`src/include/mma_pkg.sv`:
```
// Constants, types and register map of the memory map arbiter.
// Assumes a 100 MHz bus clock and APB register access, one byte per word.
package mma_pkg;
  localparam int unsigned LADDR_W = 16;
  localparam int unsigned GADDR_W = 23;
  // Register indices; byte address is four times the index
  localparam logic [7:0] IDX_RSVD_A = 8'h0A;
  localparam logic [7:0] IDX_MODE = 8'h0B;
  localparam logic [7:0] IDX_CORE_GLOBAL_PAGE = 8'h10;
  localparam logic [7:0] IDX_ZPAGE = 8'h11;
  localparam logic [7:0] IDX_RSVD_B = 8'h12;
  localparam logic [7:0] IDX_MAPCTL = 8'h13;
  localparam logic [7:0] IDX_RSVD_C = 8'h14;
  localparam logic [7:0] IDX_PROG_PAGE_INDEX = 8'h15;
  localparam logic [7:0] IDX_DGPAGE = 8'h16;
  localparam logic [7:0] IDX_RAM_PAGE_INDEX = 8'h17;
  localparam logic [7:0] IDX_EEPROM_PAGE_INDEX = 8'h18;
  // Field positions and masks
  localparam int unsigned MODE_BIT = 7;
  localparam logic [7:0] CORE_GLOBAL_PAGE_MASK = 8'h7F;
  localparam logic [7:0] MAPCTL_MASK = 8'hB0;
  localparam int unsigned PROG_ROW_BIT = 4;
  // Reset values
  localparam logic [7:0] RST_CORE_GLOBAL_PAGE = 8'h00;
  localparam logic [7:0] RST_ZPAGE = 8'h00;
  localparam logic [7:0] RST_MAPCTL = 8'h00;
  localparam logic [7:0] RST_PROG_PAGE_INDEX = 8'hFE;
  localparam logic [7:0] RST_RAM_PAGE_INDEX = 8'hFD;
  localparam logic [7:0] RST_EEPROM_PAGE_INDEX = 8'hFE;
  // Mode bit: 1 normal single chip, 0 special single chip
  localparam logic MODE_NORMAL = 1'b1;
  // Local windows
  localparam logic [15:0] PERIPH_TOP = 16'h07FF;
  localparam logic [15:0] EWIN_BASE = 16'h0800;
  localparam logic [15:0] EWIN_TOP = 16'h0BFF;
  localparam logic [15:0] RWIN_BASE = 16'h1000;
  localparam logic [15:0] RWIN_TOP = 16'h1FFF;
  localparam logic [15:0] PWIN_BASE = 16'h8000;
  localparam logic [15:0] PWIN_TOP = 16'hBFFF;
  // Global regions
  localparam logic [22:0] G_PERIPH_TOP = 23'h0007FF;
  localparam logic [22:0] G_RAM_BASE = 23'h0F8000;
  localparam logic [22:0] G_RAM_TOP = 23'h0FFFFF;
  localparam logic [22:0] G_EE_BASE = 23'h100000;
  localparam logic [22:0] G_EE_TOP = 23'h13FFFF;
  localparam logic [22:0] G_ROW_BASE = 23'h400000;
  localparam logic [22:0] G_ROW_TOP = 23'h403FFF;
  localparam logic [22:0] G_FLASH_BASE = 23'h7C0000;
  localparam logic [22:0] G_FIXED_PAGE = 23'h7F0000;

  typedef enum logic [2:0] {
    TGT_NONE = 3'b001,
    TGT_MEM = 3'b010,
    TGT_PERIPH = 3'b100
  } mma_tgt_e;

  typedef struct packed {
    logic we;
    logic glob;
    logic direct;
    logic [15:0] addr;
    logic [7:0] wdata;
  } mma_req_s;

  typedef struct packed {
    logic we;
    logic [22:0] addr;
    logic [7:0] wdata;
  } mma_acc_s;
endpackage : mma_pkg

```
`src/hw/mma_top.sv`:
```
// Memory map arbiter: two masters, two internal targets, APB registers.
// Assumes targets answer read data in the cycle their select is high.
`timescale 1ns/1ns
`default_nettype none
module mma_top (
  input wire logic sys_clk,
  input wire logic nrst,
  input wire logic mode_select_pin,
  input wire logic stop_mode,
  // APB slave
  input wire logic psel,
  input wire logic penable,
  input wire logic pwrite,
  input wire logic [7:0] paddr,
  input wire logic [31:0] pwdata,
  output logic [31:0] prdata,
  output logic pready,
  output logic pslverr,
  // Masters: 0 core, 1 debug unit
  input wire logic [1:0] m_valid,
  input wire mma_pkg::mma_req_s m_req [2],
  output logic [1:0] m_gnt,
  output logic [1:0] m_rvalid,
  output logic [7:0] m_rdata [2],
  // Targets: 0 internal memory, 1 peripherals
  output logic [1:0] t_sel,
  output mma_pkg::mma_acc_s t_acc [2],
  input wire logic [7:0] t_rdata [2],
  output logic sys_reset_req,
  output logic [7:0] map_visibility,
  output logic mode_normal
);
  import mma_pkg::*;

  logic rst_s1_q, rst_n;
  always_ff @(posedge sys_clk or negedge nrst) begin
    if (!nrst) begin
      rst_s1_q <= 1'b0;
      rst_n <= 1'b0;
    end else begin
      rst_s1_q <= 1'b1;
      rst_n <= rst_s1_q;
    end
  end

  // Registers
  logic mode_q, mode_d, mode_lock_q, mode_lock_d, latched_q;
  logic zp_done_q, zp_done_d;
  logic [7:0] core_global_page_q, core_global_page_d, zpage_q, zpage_d, mapctl_q, mapctl_d;
  logic [7:0] prog_page_index_q, prog_page_index_d, dgpage_q, dgpage_d;
  logic [7:0] ram_page_index_q, ram_page_index_d, eeprom_page_index_q, eeprom_page_index_d;
  logic [31:0] prdata_q, prdata_d;

  wire [5:0] idx = paddr[7:2];
  wire wr = psel && penable && pwrite;
  wire [7:0] wb = pwdata[7:0];
  wire special = mode_q != MODE_NORMAL;

  function automatic logic hit(input logic [5:0] i, input logic [7:0] r);
    hit = {2'b00, i} == r;
  endfunction

  wire mapped = hit(idx, IDX_RSVD_A) || hit(idx, IDX_MODE)
    || (idx >= IDX_CORE_GLOBAL_PAGE[5:0] && idx <= IDX_EEPROM_PAGE_INDEX[5:0]);

  // Mode bit: special may change freely; a normal-mode attempt to
  // leave normal is refused and locks the bit until reset
  wire mode_wr = wr && hit(idx, IDX_MODE) && !mode_lock_q;
  wire mode_bad = mode_wr && !special && wb[MODE_BIT] != MODE_NORMAL;
  assign mode_d = (mode_wr && !mode_bad) ? wb[MODE_BIT] : mode_q;
  assign mode_lock_d = mode_lock_q || mode_bad;

  wire zp_wr = wr && hit(idx, IDX_ZPAGE) && (special || !zp_done_q);
  assign zpage_d = zp_wr ? wb : zpage_q;
  assign zp_done_d = zp_done_q || (zp_wr && !special);

  assign core_global_page_d = (wr && hit(idx, IDX_CORE_GLOBAL_PAGE)) ? (wb & CORE_GLOBAL_PAGE_MASK)
    : core_global_page_q;
  assign mapctl_d = (wr && hit(idx, IDX_MAPCTL)) ? (wb & MAPCTL_MASK)
    : mapctl_q;
  assign prog_page_index_d = (wr && hit(idx, IDX_PROG_PAGE_INDEX)) ? wb : prog_page_index_q;
  assign dgpage_d = (wr && hit(idx, IDX_DGPAGE)) ? (wb & CORE_GLOBAL_PAGE_MASK)
    : dgpage_q;
  assign ram_page_index_d = (wr && hit(idx, IDX_RAM_PAGE_INDEX)) ? wb : ram_page_index_q;
  assign eeprom_page_index_d = (wr && hit(idx, IDX_EEPROM_PAGE_INDEX)) ? wb : eeprom_page_index_q;

  // Read mux; reserved words answer zero
  wire [7:0] rd_byte = hit(idx, IDX_MODE) ? {mode_q, 7'h00}
    : hit(idx, IDX_CORE_GLOBAL_PAGE) ? core_global_page_q
    : hit(idx, IDX_ZPAGE) ? zpage_q
    : hit(idx, IDX_MAPCTL) ? mapctl_q
    : hit(idx, IDX_PROG_PAGE_INDEX) ? prog_page_index_q
    : hit(idx, IDX_DGPAGE) ? dgpage_q
    : hit(idx, IDX_RAM_PAGE_INDEX) ? ram_page_index_q
    : hit(idx, IDX_EEPROM_PAGE_INDEX) ? eeprom_page_index_q
    : 8'h00;
  // Data captured in setup so the access phase needs no wait
  assign prdata_d = (psel && !penable) ? {24'h000000, rd_byte}
    : prdata_q;

  always_ff @(posedge sys_clk or negedge rst_n) begin
    if (!rst_n) begin
      mode_lock_q <= 1'b0;
      zp_done_q <= 1'b0;
      core_global_page_q <= RST_CORE_GLOBAL_PAGE;
      zpage_q <= RST_ZPAGE;
      mapctl_q <= RST_MAPCTL;
      prog_page_index_q <= RST_PROG_PAGE_INDEX;
      dgpage_q <= RST_CORE_GLOBAL_PAGE;
      ram_page_index_q <= RST_RAM_PAGE_INDEX;
      eeprom_page_index_q <= RST_EEPROM_PAGE_INDEX;
      prdata_q <= 32'h00000000;
    end else begin
      mode_lock_q <= mode_lock_d;
      zp_done_q <= zp_done_d;
      core_global_page_q <= core_global_page_d;
      zpage_q <= zpage_d;
      mapctl_q <= mapctl_d;
      prog_page_index_q <= prog_page_index_d;
      dgpage_q <= dgpage_d;
      ram_page_index_q <= ram_page_index_d;
      eeprom_page_index_q <= eeprom_page_index_d;
      prdata_q <= prdata_d;
    end
  end

  // Pin caught on the first edge after release, then software owns it
  always_ff @(posedge sys_clk or negedge rst_n) begin
    if (!rst_n) begin
      latched_q <= 1'b0;
      mode_q <= MODE_NORMAL;
    end else begin
      latched_q <= 1'b1;
      mode_q <= latched_q ? mode_d : mode_select_pin;
    end
  end

  assign pready = 1'b1;
  assign pslverr = psel && penable && !mapped;
  assign prdata = prdata_q;
  assign map_visibility = mapctl_q;
  assign mode_normal = mode_q;

  // Translation per master
  logic [22:0] gaddr [2];
  mma_tgt_e tgt [2];
  wire [7:0] mgp [2] = '{core_global_page_q, dgpage_q};

  genvar m;
  generate
    for (m = 0; m < 2; m++) begin : g_xl
      mma_xlate u_xl (
        .req(m_req[m]),
        .core_global_page(mgp[m]),
        .zpage(zpage_q),
        .ram_page_index(ram_page_index_q),
        .eeprom_page_index(eeprom_page_index_q),
        .prog_page_index(prog_page_index_q),
        .prog_row_on(mapctl_q[PROG_ROW_BIT]),
        .gaddr(gaddr[m]),
        .tgt(tgt[m])
      );
    end
  endgenerate

  // Arbitration: different targets pass together, a shared target
  // alternates so neither master starves
  logic rr_q, rr_d;
  wire run = rst_n && latched_q && !stop_mode;
  wire clash = m_valid[0] && m_valid[1] && tgt[0] == tgt[1]
    && tgt[0] != TGT_NONE;
  assign m_gnt[0] = run && m_valid[0] && (!clash || !rr_q);
  assign m_gnt[1] = run && m_valid[1] && (!clash || rr_q);
  assign rr_d = clash ? !rr_q : rr_q;

  function automatic logic [1:0] tidx(input mma_tgt_e t);
    tidx = (t == TGT_MEM) ? 2'd0 : (t == TGT_PERIPH) ? 2'd1 : 2'd2;
  endfunction

  logic [1:0] tsel_d;
  logic [1:0] town_d;
  mma_acc_s tacc_d [2];
  logic [1:0] tsel_q, town_q;
  mma_acc_s tacc_q [2];

  genvar t;
  generate
    for (t = 0; t < 2; t++) begin : g_tg
      wire g0 = m_gnt[0] && tidx(tgt[0]) == 2'(t);
      wire g1 = m_gnt[1] && tidx(tgt[1]) == 2'(t);
      assign tsel_d[t] = g0 || g1;
      assign town_d[t] = g1;
      assign tacc_d[t] = g1 ? {m_req[1].we, gaddr[1], m_req[1].wdata}
        : {m_req[0].we, gaddr[0], m_req[0].wdata};
    end
  endgenerate

  always_ff @(posedge sys_clk or negedge rst_n) begin
    if (!rst_n) begin
      rr_q <= 1'b0;
      tsel_q <= 2'b00;
      town_q <= 2'b00;
      tacc_q <= '{default: '0};
    end else begin
      rr_q <= rr_d;
      tsel_q <= tsel_d;
      town_q <= town_d;
      tacc_q <= tacc_d;
    end
  end

  assign t_sel = tsel_q;
  assign t_acc = tacc_q;

  // Answers back to masters, one cycle after the target cycle
  logic [1:0] pend_q, rv_q;
  logic [1:0] ptgt_q [2];
  logic [7:0] rdat_q [2];
  logic [7:0] rdat_d [2];
  generate
    for (m = 0; m < 2; m++) begin : g_rd
      assign rdat_d[m] = !pend_q[m] ? rdat_q[m]
        : ptgt_q[m] == 2'd0 ? t_rdata[0]
        : ptgt_q[m] == 2'd1 ? t_rdata[1] : 8'h00;
    end
  endgenerate

  always_ff @(posedge sys_clk or negedge rst_n) begin
    if (!rst_n) begin
      pend_q <= 2'b00;
      rv_q <= 2'b00;
      ptgt_q <= '{default: '0};
      rdat_q <= '{default: '0};
    end else begin
      pend_q <= m_gnt;
      rv_q <= pend_q;
      ptgt_q <= '{tidx(tgt[0]), tidx(tgt[1])};
      rdat_q <= rdat_d;
    end
  end

  assign m_rvalid = rv_q;
  assign m_rdata = rdat_q;

  // Core touching nothing implemented in single-chip mode resets chip
  logic rst_req_q;
  always_ff @(posedge sys_clk or negedge rst_n) begin
    if (!rst_n) begin
      rst_req_q <= 1'b0;
    end else begin
      rst_req_q <= m_gnt[0] && tgt[0] == TGT_NONE;
    end
  end
  assign sys_reset_req = rst_req_q;
endmodule : mma_top
`default_nettype wire

```
`src/hw/mma_xlate.sv`:
```
// Address translation and target decode for one bus master.
// Assumes page registers are stable while a request is presented.
`timescale 1ns/1ns
`default_nettype none
module mma_xlate (
  input wire mma_pkg::mma_req_s req,
  input wire logic [7:0] core_global_page,
  input wire logic [7:0] zpage,
  input wire logic [7:0] ram_page_index,
  input wire logic [7:0] eeprom_page_index,
  input wire logic [7:0] prog_page_index,
  input wire logic prog_row_on,
  output logic [22:0] gaddr,
  output mma_pkg::mma_tgt_e tgt
);
  import mma_pkg::*;

  wire [15:0] laddr = req.direct ? {zpage, req.addr[7:0]} : req.addr;
  wire in_per = laddr <= PERIPH_TOP;
  wire in_ee = laddr >= EWIN_BASE && laddr <= EWIN_TOP;
  wire in_ram = laddr >= RWIN_BASE && laddr <= RWIN_TOP;
  wire in_prg = laddr >= PWIN_BASE && laddr <= PWIN_TOP;
  wire [22:0] g_glob = {core_global_page[6:0], laddr};
  wire [22:0] g_loc = in_per ? {7'h00, laddr}
    : in_ee ? {3'b001, 2'b00, eeprom_page_index, laddr[9:0]}
    : in_ram ? {3'b000, ram_page_index, laddr[11:0]}
    : in_prg ? {1'b1, prog_page_index, laddr[13:0]}
    : G_FIXED_PAGE | {7'h00, laddr};

  assign gaddr = req.glob ? g_glob : g_loc;
  wire is_per = gaddr <= G_PERIPH_TOP;
  wire is_row = gaddr >= G_ROW_BASE && gaddr <= G_ROW_TOP;
  // Only internal regions exist; everything else is unimplemented
  wire is_mem = (gaddr >= G_RAM_BASE && gaddr <= G_RAM_TOP)
    || (gaddr >= G_EE_BASE && gaddr <= G_EE_TOP)
    || (is_row && prog_row_on)
    || gaddr >= G_FLASH_BASE;
  assign tgt = is_per ? TGT_PERIPH : is_mem ? TGT_MEM : TGT_NONE;
endmodule : mma_xlate
`default_nettype wire

```
`config.mk`:
```
export PLATFORM = sky130hd
export DESIGN_NAME = mma_top
export DESIGN_NICKNAME = d
export VERILOG_FILES = /design/src/include/mma_pkg.sv /design/src/hw/mma_top.sv /design/src/hw/mma_xlate.sv
export SDC_FILE = /design/constraint.sdc
export NUM_CORES = 1
export LEC_CHECK = 0
export BUFFER_PORTS_ARGS = -buffer_cell sky130_fd_sc_hd__buf_2
export CORE_MARGIN = 5
export CORE_UTILIZATION = 30
export CTS_CLUSTER_SIZE = 10
export DETAILED_ROUTE_END_ITERATION = 10
export HOLD_SLACK_MARGIN = 0.03
export SYNTH_ARGS = -nofsm -noshare
export SYNTH_HDL_FRONTEND = slang
export SYNTH_HIERARCHICAL = 1
export SYNTH_SLANG_ARGS = --single-unit
```
`constraint.sdc`:
```
create_clock -name sys_clk -period 6.58 [get_ports sys_clk]
set_input_delay 1.316 -clock sys_clk [delete_from_list [all_inputs] [get_ports sys_clk]]
set_output_delay 1.316 -clock sys_clk [all_outputs]
set_load 0.01 [all_outputs]
```
==> results.tsv <==
stage	metric	value	unit
outcome	status	complete, no violations	
power_and_ir_drop	irDropWorstVdd	162	uV
synth	synth_edf_count	0	
clock_network	root_buffer	clkbuf_16	
final_layout	nets	1069	
floorplanning	start_util	30.2	%
grt	overflow	0	
grt	antenna_found_initial	1	
floorplanning	coreArea	28600	um^2
synth	synth_most_common_cell	dfrtp_1	
final_layout	syn2layout_area_growth	20.3	%
synth	ys_top_cells_by_count	133 x dfrtp_1, 109 x mux2_2, 63 x nand2_1	
hold_path	min_path_type	flop to async pin	
floorplanning	fp.dieW	180	um
final_layout	seqCellArea	3910	um^2
timing	setup_violations	0	
final_layout	finalNonFillerCells	1346	
grt	grt_max_degree	64	
synth	synth_seq_cells	155	
detailed_routing	detail_route.iter0.violations	399	
clock_network	cts_sinks	155	
timing	fin_crit	6.21	ns
timing	fin_worst_skew	0.0132	ns
critical_path	path_cells	clkbuf_4, or4_1, a211oi_1, o41ai_2, nor4b_2, nand4b_1, o41ai_2, nor3b_1, o211ai_1, a211oi_1, nor2_1, buf_2	
synth	synth_top_area_cell	dfrtp_1	
timing	setup-tns-final	0	ns
critical_path	required	5.26	ns
critical_path	crit_buf_inv	2	
grt	grt_pass1_vias	6813	
placement	post_dp_cell_area	9750	um^2
critical_path	timing.rr.start	zpage_q[5]	
detailed_routing	drc	0	
critical_path	cpMaxStageDelayCell	or4_1	
synth	synth_cell_types	78	
synth	yosysSeqAreaShare	45.2	%
detailed_routing	detail_route.first_pass.iterations	4	
timing	rsz0062_at_grt	no	
clock_network	cts-buffers-inserted	17	
floorplanning	dieArea	32300	um^2
timing	finalHoldViolCount	0	
placement	hpwlAfterDp	20200	um
detailed_routing	antenna_left	0	
detailed_routing	num_vias	6754	
detailed_routing	vias_per_cell	5.02	
clock_network	worstSkewPairLatency	0.43	ns
synth	syn_avg_cell_area	11.1	um^2
synth	synth-main-ff-cell	dfrtp_1	
timing	period_share	94.4	%
synth	synth.cell_area	8650	um^2
placement	portBuffers	192	
final_layout	fin_util	36.3	%
timing	worst_slew_pin_slew	1.02	ns
final_layout	multi_input_area	4150	um^2
detailed_routing	totalWireLength	26500	um
critical_path	end_kind	output pin	
final_layout	antennaDiodeCount	0	
clock_network	clockBufferDepth	2	
timing	fmax	161	MHz
placement	placed_cells	1314	
floorplanning	row_count	62	
critical_path	cp_max_fo	23	
critical_path	cpPeakStageDelay	0.74	ns
synth	synthArstFlopShare	100	%
power_and_ir_drop	leakage	4.82	nW
timing	max_slew_margin	30.8	%
grt	grt_pass1_wl	41200	um
final_layout	drive_above_1_share	42.6	%
clock_network	holdBufCountCts	0	
clock_network	cts-htree-levels	4	
floorplanning	die_height	180	um
synth	ys_warn_count	6	
synth	yosysTopAreaCellShare	38.5	%
critical_path	crit_path_start	m_req[51]	
flow_run	cap_violations	0	
grt	grt_util_all_layers	16.1	%
critical_path	path_class	input pin to output pin	
final_layout	design_area	10400	um^2
clock_network	cts_tree	yes	
timing	report.final.slew_viol_count	0	
final_layout	fill_cells	2899	
critical_path	crit_arrival	4.89	ns
critical_path	timing.critical_path.from_type	input pin	
placement	gp_congestion	0.901	
floorplanning	ios	249	
detailed_routing	wire_per_inst	19.7	um
synth	synthCells	776	
clock_network	path_clk_slew	0.06	ns
synth	synth.area.top_cells	dfrtp_1 38%, mux2_2 14%, dfstp_2 6.7%	
critical_path	path_delay_family	compound AO/OA/AOI/OAI gates	
power_and_ir_drop	power_density	237	nW/um^2
[cell type report]
cell class / count / area share [%]
well taps: 384 / 4.62
flip-flops and latches: 155 / 37.6
clock buffers: 19 / 4.26
repair buffers: 212 / 10.7
clock inverters: 12 / 1.78
multi-input cells: 531 / 39.9
inverters: 33 / 1.19
[power by group]
group	switching (mW)	internal, mW	leakage [nW]
logic	0.202	0.144	2.57
clock network	0.410	0.649	0.310
registers	0.0470	1.01	1.93
[state kept, by name, summed over array words and instances, names as in the netlist, 2 cells and up]
signal,flops
eeprom_page_index_q,8
map_visibility,3
t_acc,64
m_rvalid,2
dgpage_q,7
prdata,8
t_sel,2
pend_q,2
ptgt_q,4
m_rdata,16
prog_page_index_q,8
zpage_q,8
ram_page_index_q,8
core_global_page_q,7
[per-stage QoR]
step	worst slack [ns]	hold slack (ns)	total power, mW
detailed placement	0.308	0.306	1.42
CTS	0.297	0.307	2.50
finish	0.371	0.273	2.47
floorplan	0.708	0.331	1.29
global route	0.0631	0.316	2.58
global placement	0.342	0.302	1.42
[timing repair]
action | 4_1_cts | 5_1_grt
setup endpoints to repair | 0 | 1
gates resized for setup | 0 | 3
setup buffers | 0 | 1
[placed cells by master (no fill, tap or decap), types with 9 or more instances in the layout]
cell type / Yosys / routed
nor2_1: 16 / 16
inv_1: 33 / 33
and3_1: 9 / 9
nand2b_1: 11 / 11
buf_2: 6 / 191
a21oi_1: 24 / 24
mux2i_1: 25 / 25
or3_1: 10 / 10
dfrtp_1: 133 / 132
mux2_2: 109 / 109
o31ai_1: 10 / 10
o21ai_0: 27 / 27
a221oi_1: 9 / 9
o22ai_1: 16 / 16
conb_1: 2 / 32
buf_4: 50 / 20
dfstp_2: 22 / 22
clkbuf_16: 0 / 17
nand2_1: 63 / 63
a211oi_1: 11 / 10
[path summary, 6_finish.rpt]
path,endpoint,slack [ns],depth (start not counted)
max in group asynchronous,t_acc[18],5.07,1
setup / recovery,m_gnt[0],0.37,12
hold / removal,t_acc[51],0.27,0
setup reg to reg,t_acc[24],2.25,11
hold reg to reg,t_acc[51],0.27,0
min in group sys_clk,rst_n,0.35,0
[cell families after synthesis]
kind of cell	after synthesis	synth area share [%]
xor+xnor	4	0.405
compound gates	171	14.6
other cells	2	0.0868
buf+inv	120	8.33
mux	144	18.6
simple gates	180	12.8
flops	155	45.2
[per-layer routing]
layer	GRT usage, %	share of wire [%]
met1	22.2	45
met2	25.7	47
met3	3.80	6.9
met4	4.15	1.6
met5	0	0.026
[worst register-to-register path: stages, from the launching register on]
cell and delay [ns]:
dfrtp_1 0.55, or4b_1 0.75, a211oi_1 0.41, o41ai_2 0.21, nor4b_2 0.26, nand4b_1 0.20
o41ai_2 0.49, xnor2_1 0.16, and4bb_2 0.29, nor3b_4 0.19, buf_4 0.31, mux2_2 0.39
(Power assumes the default switching activity.)
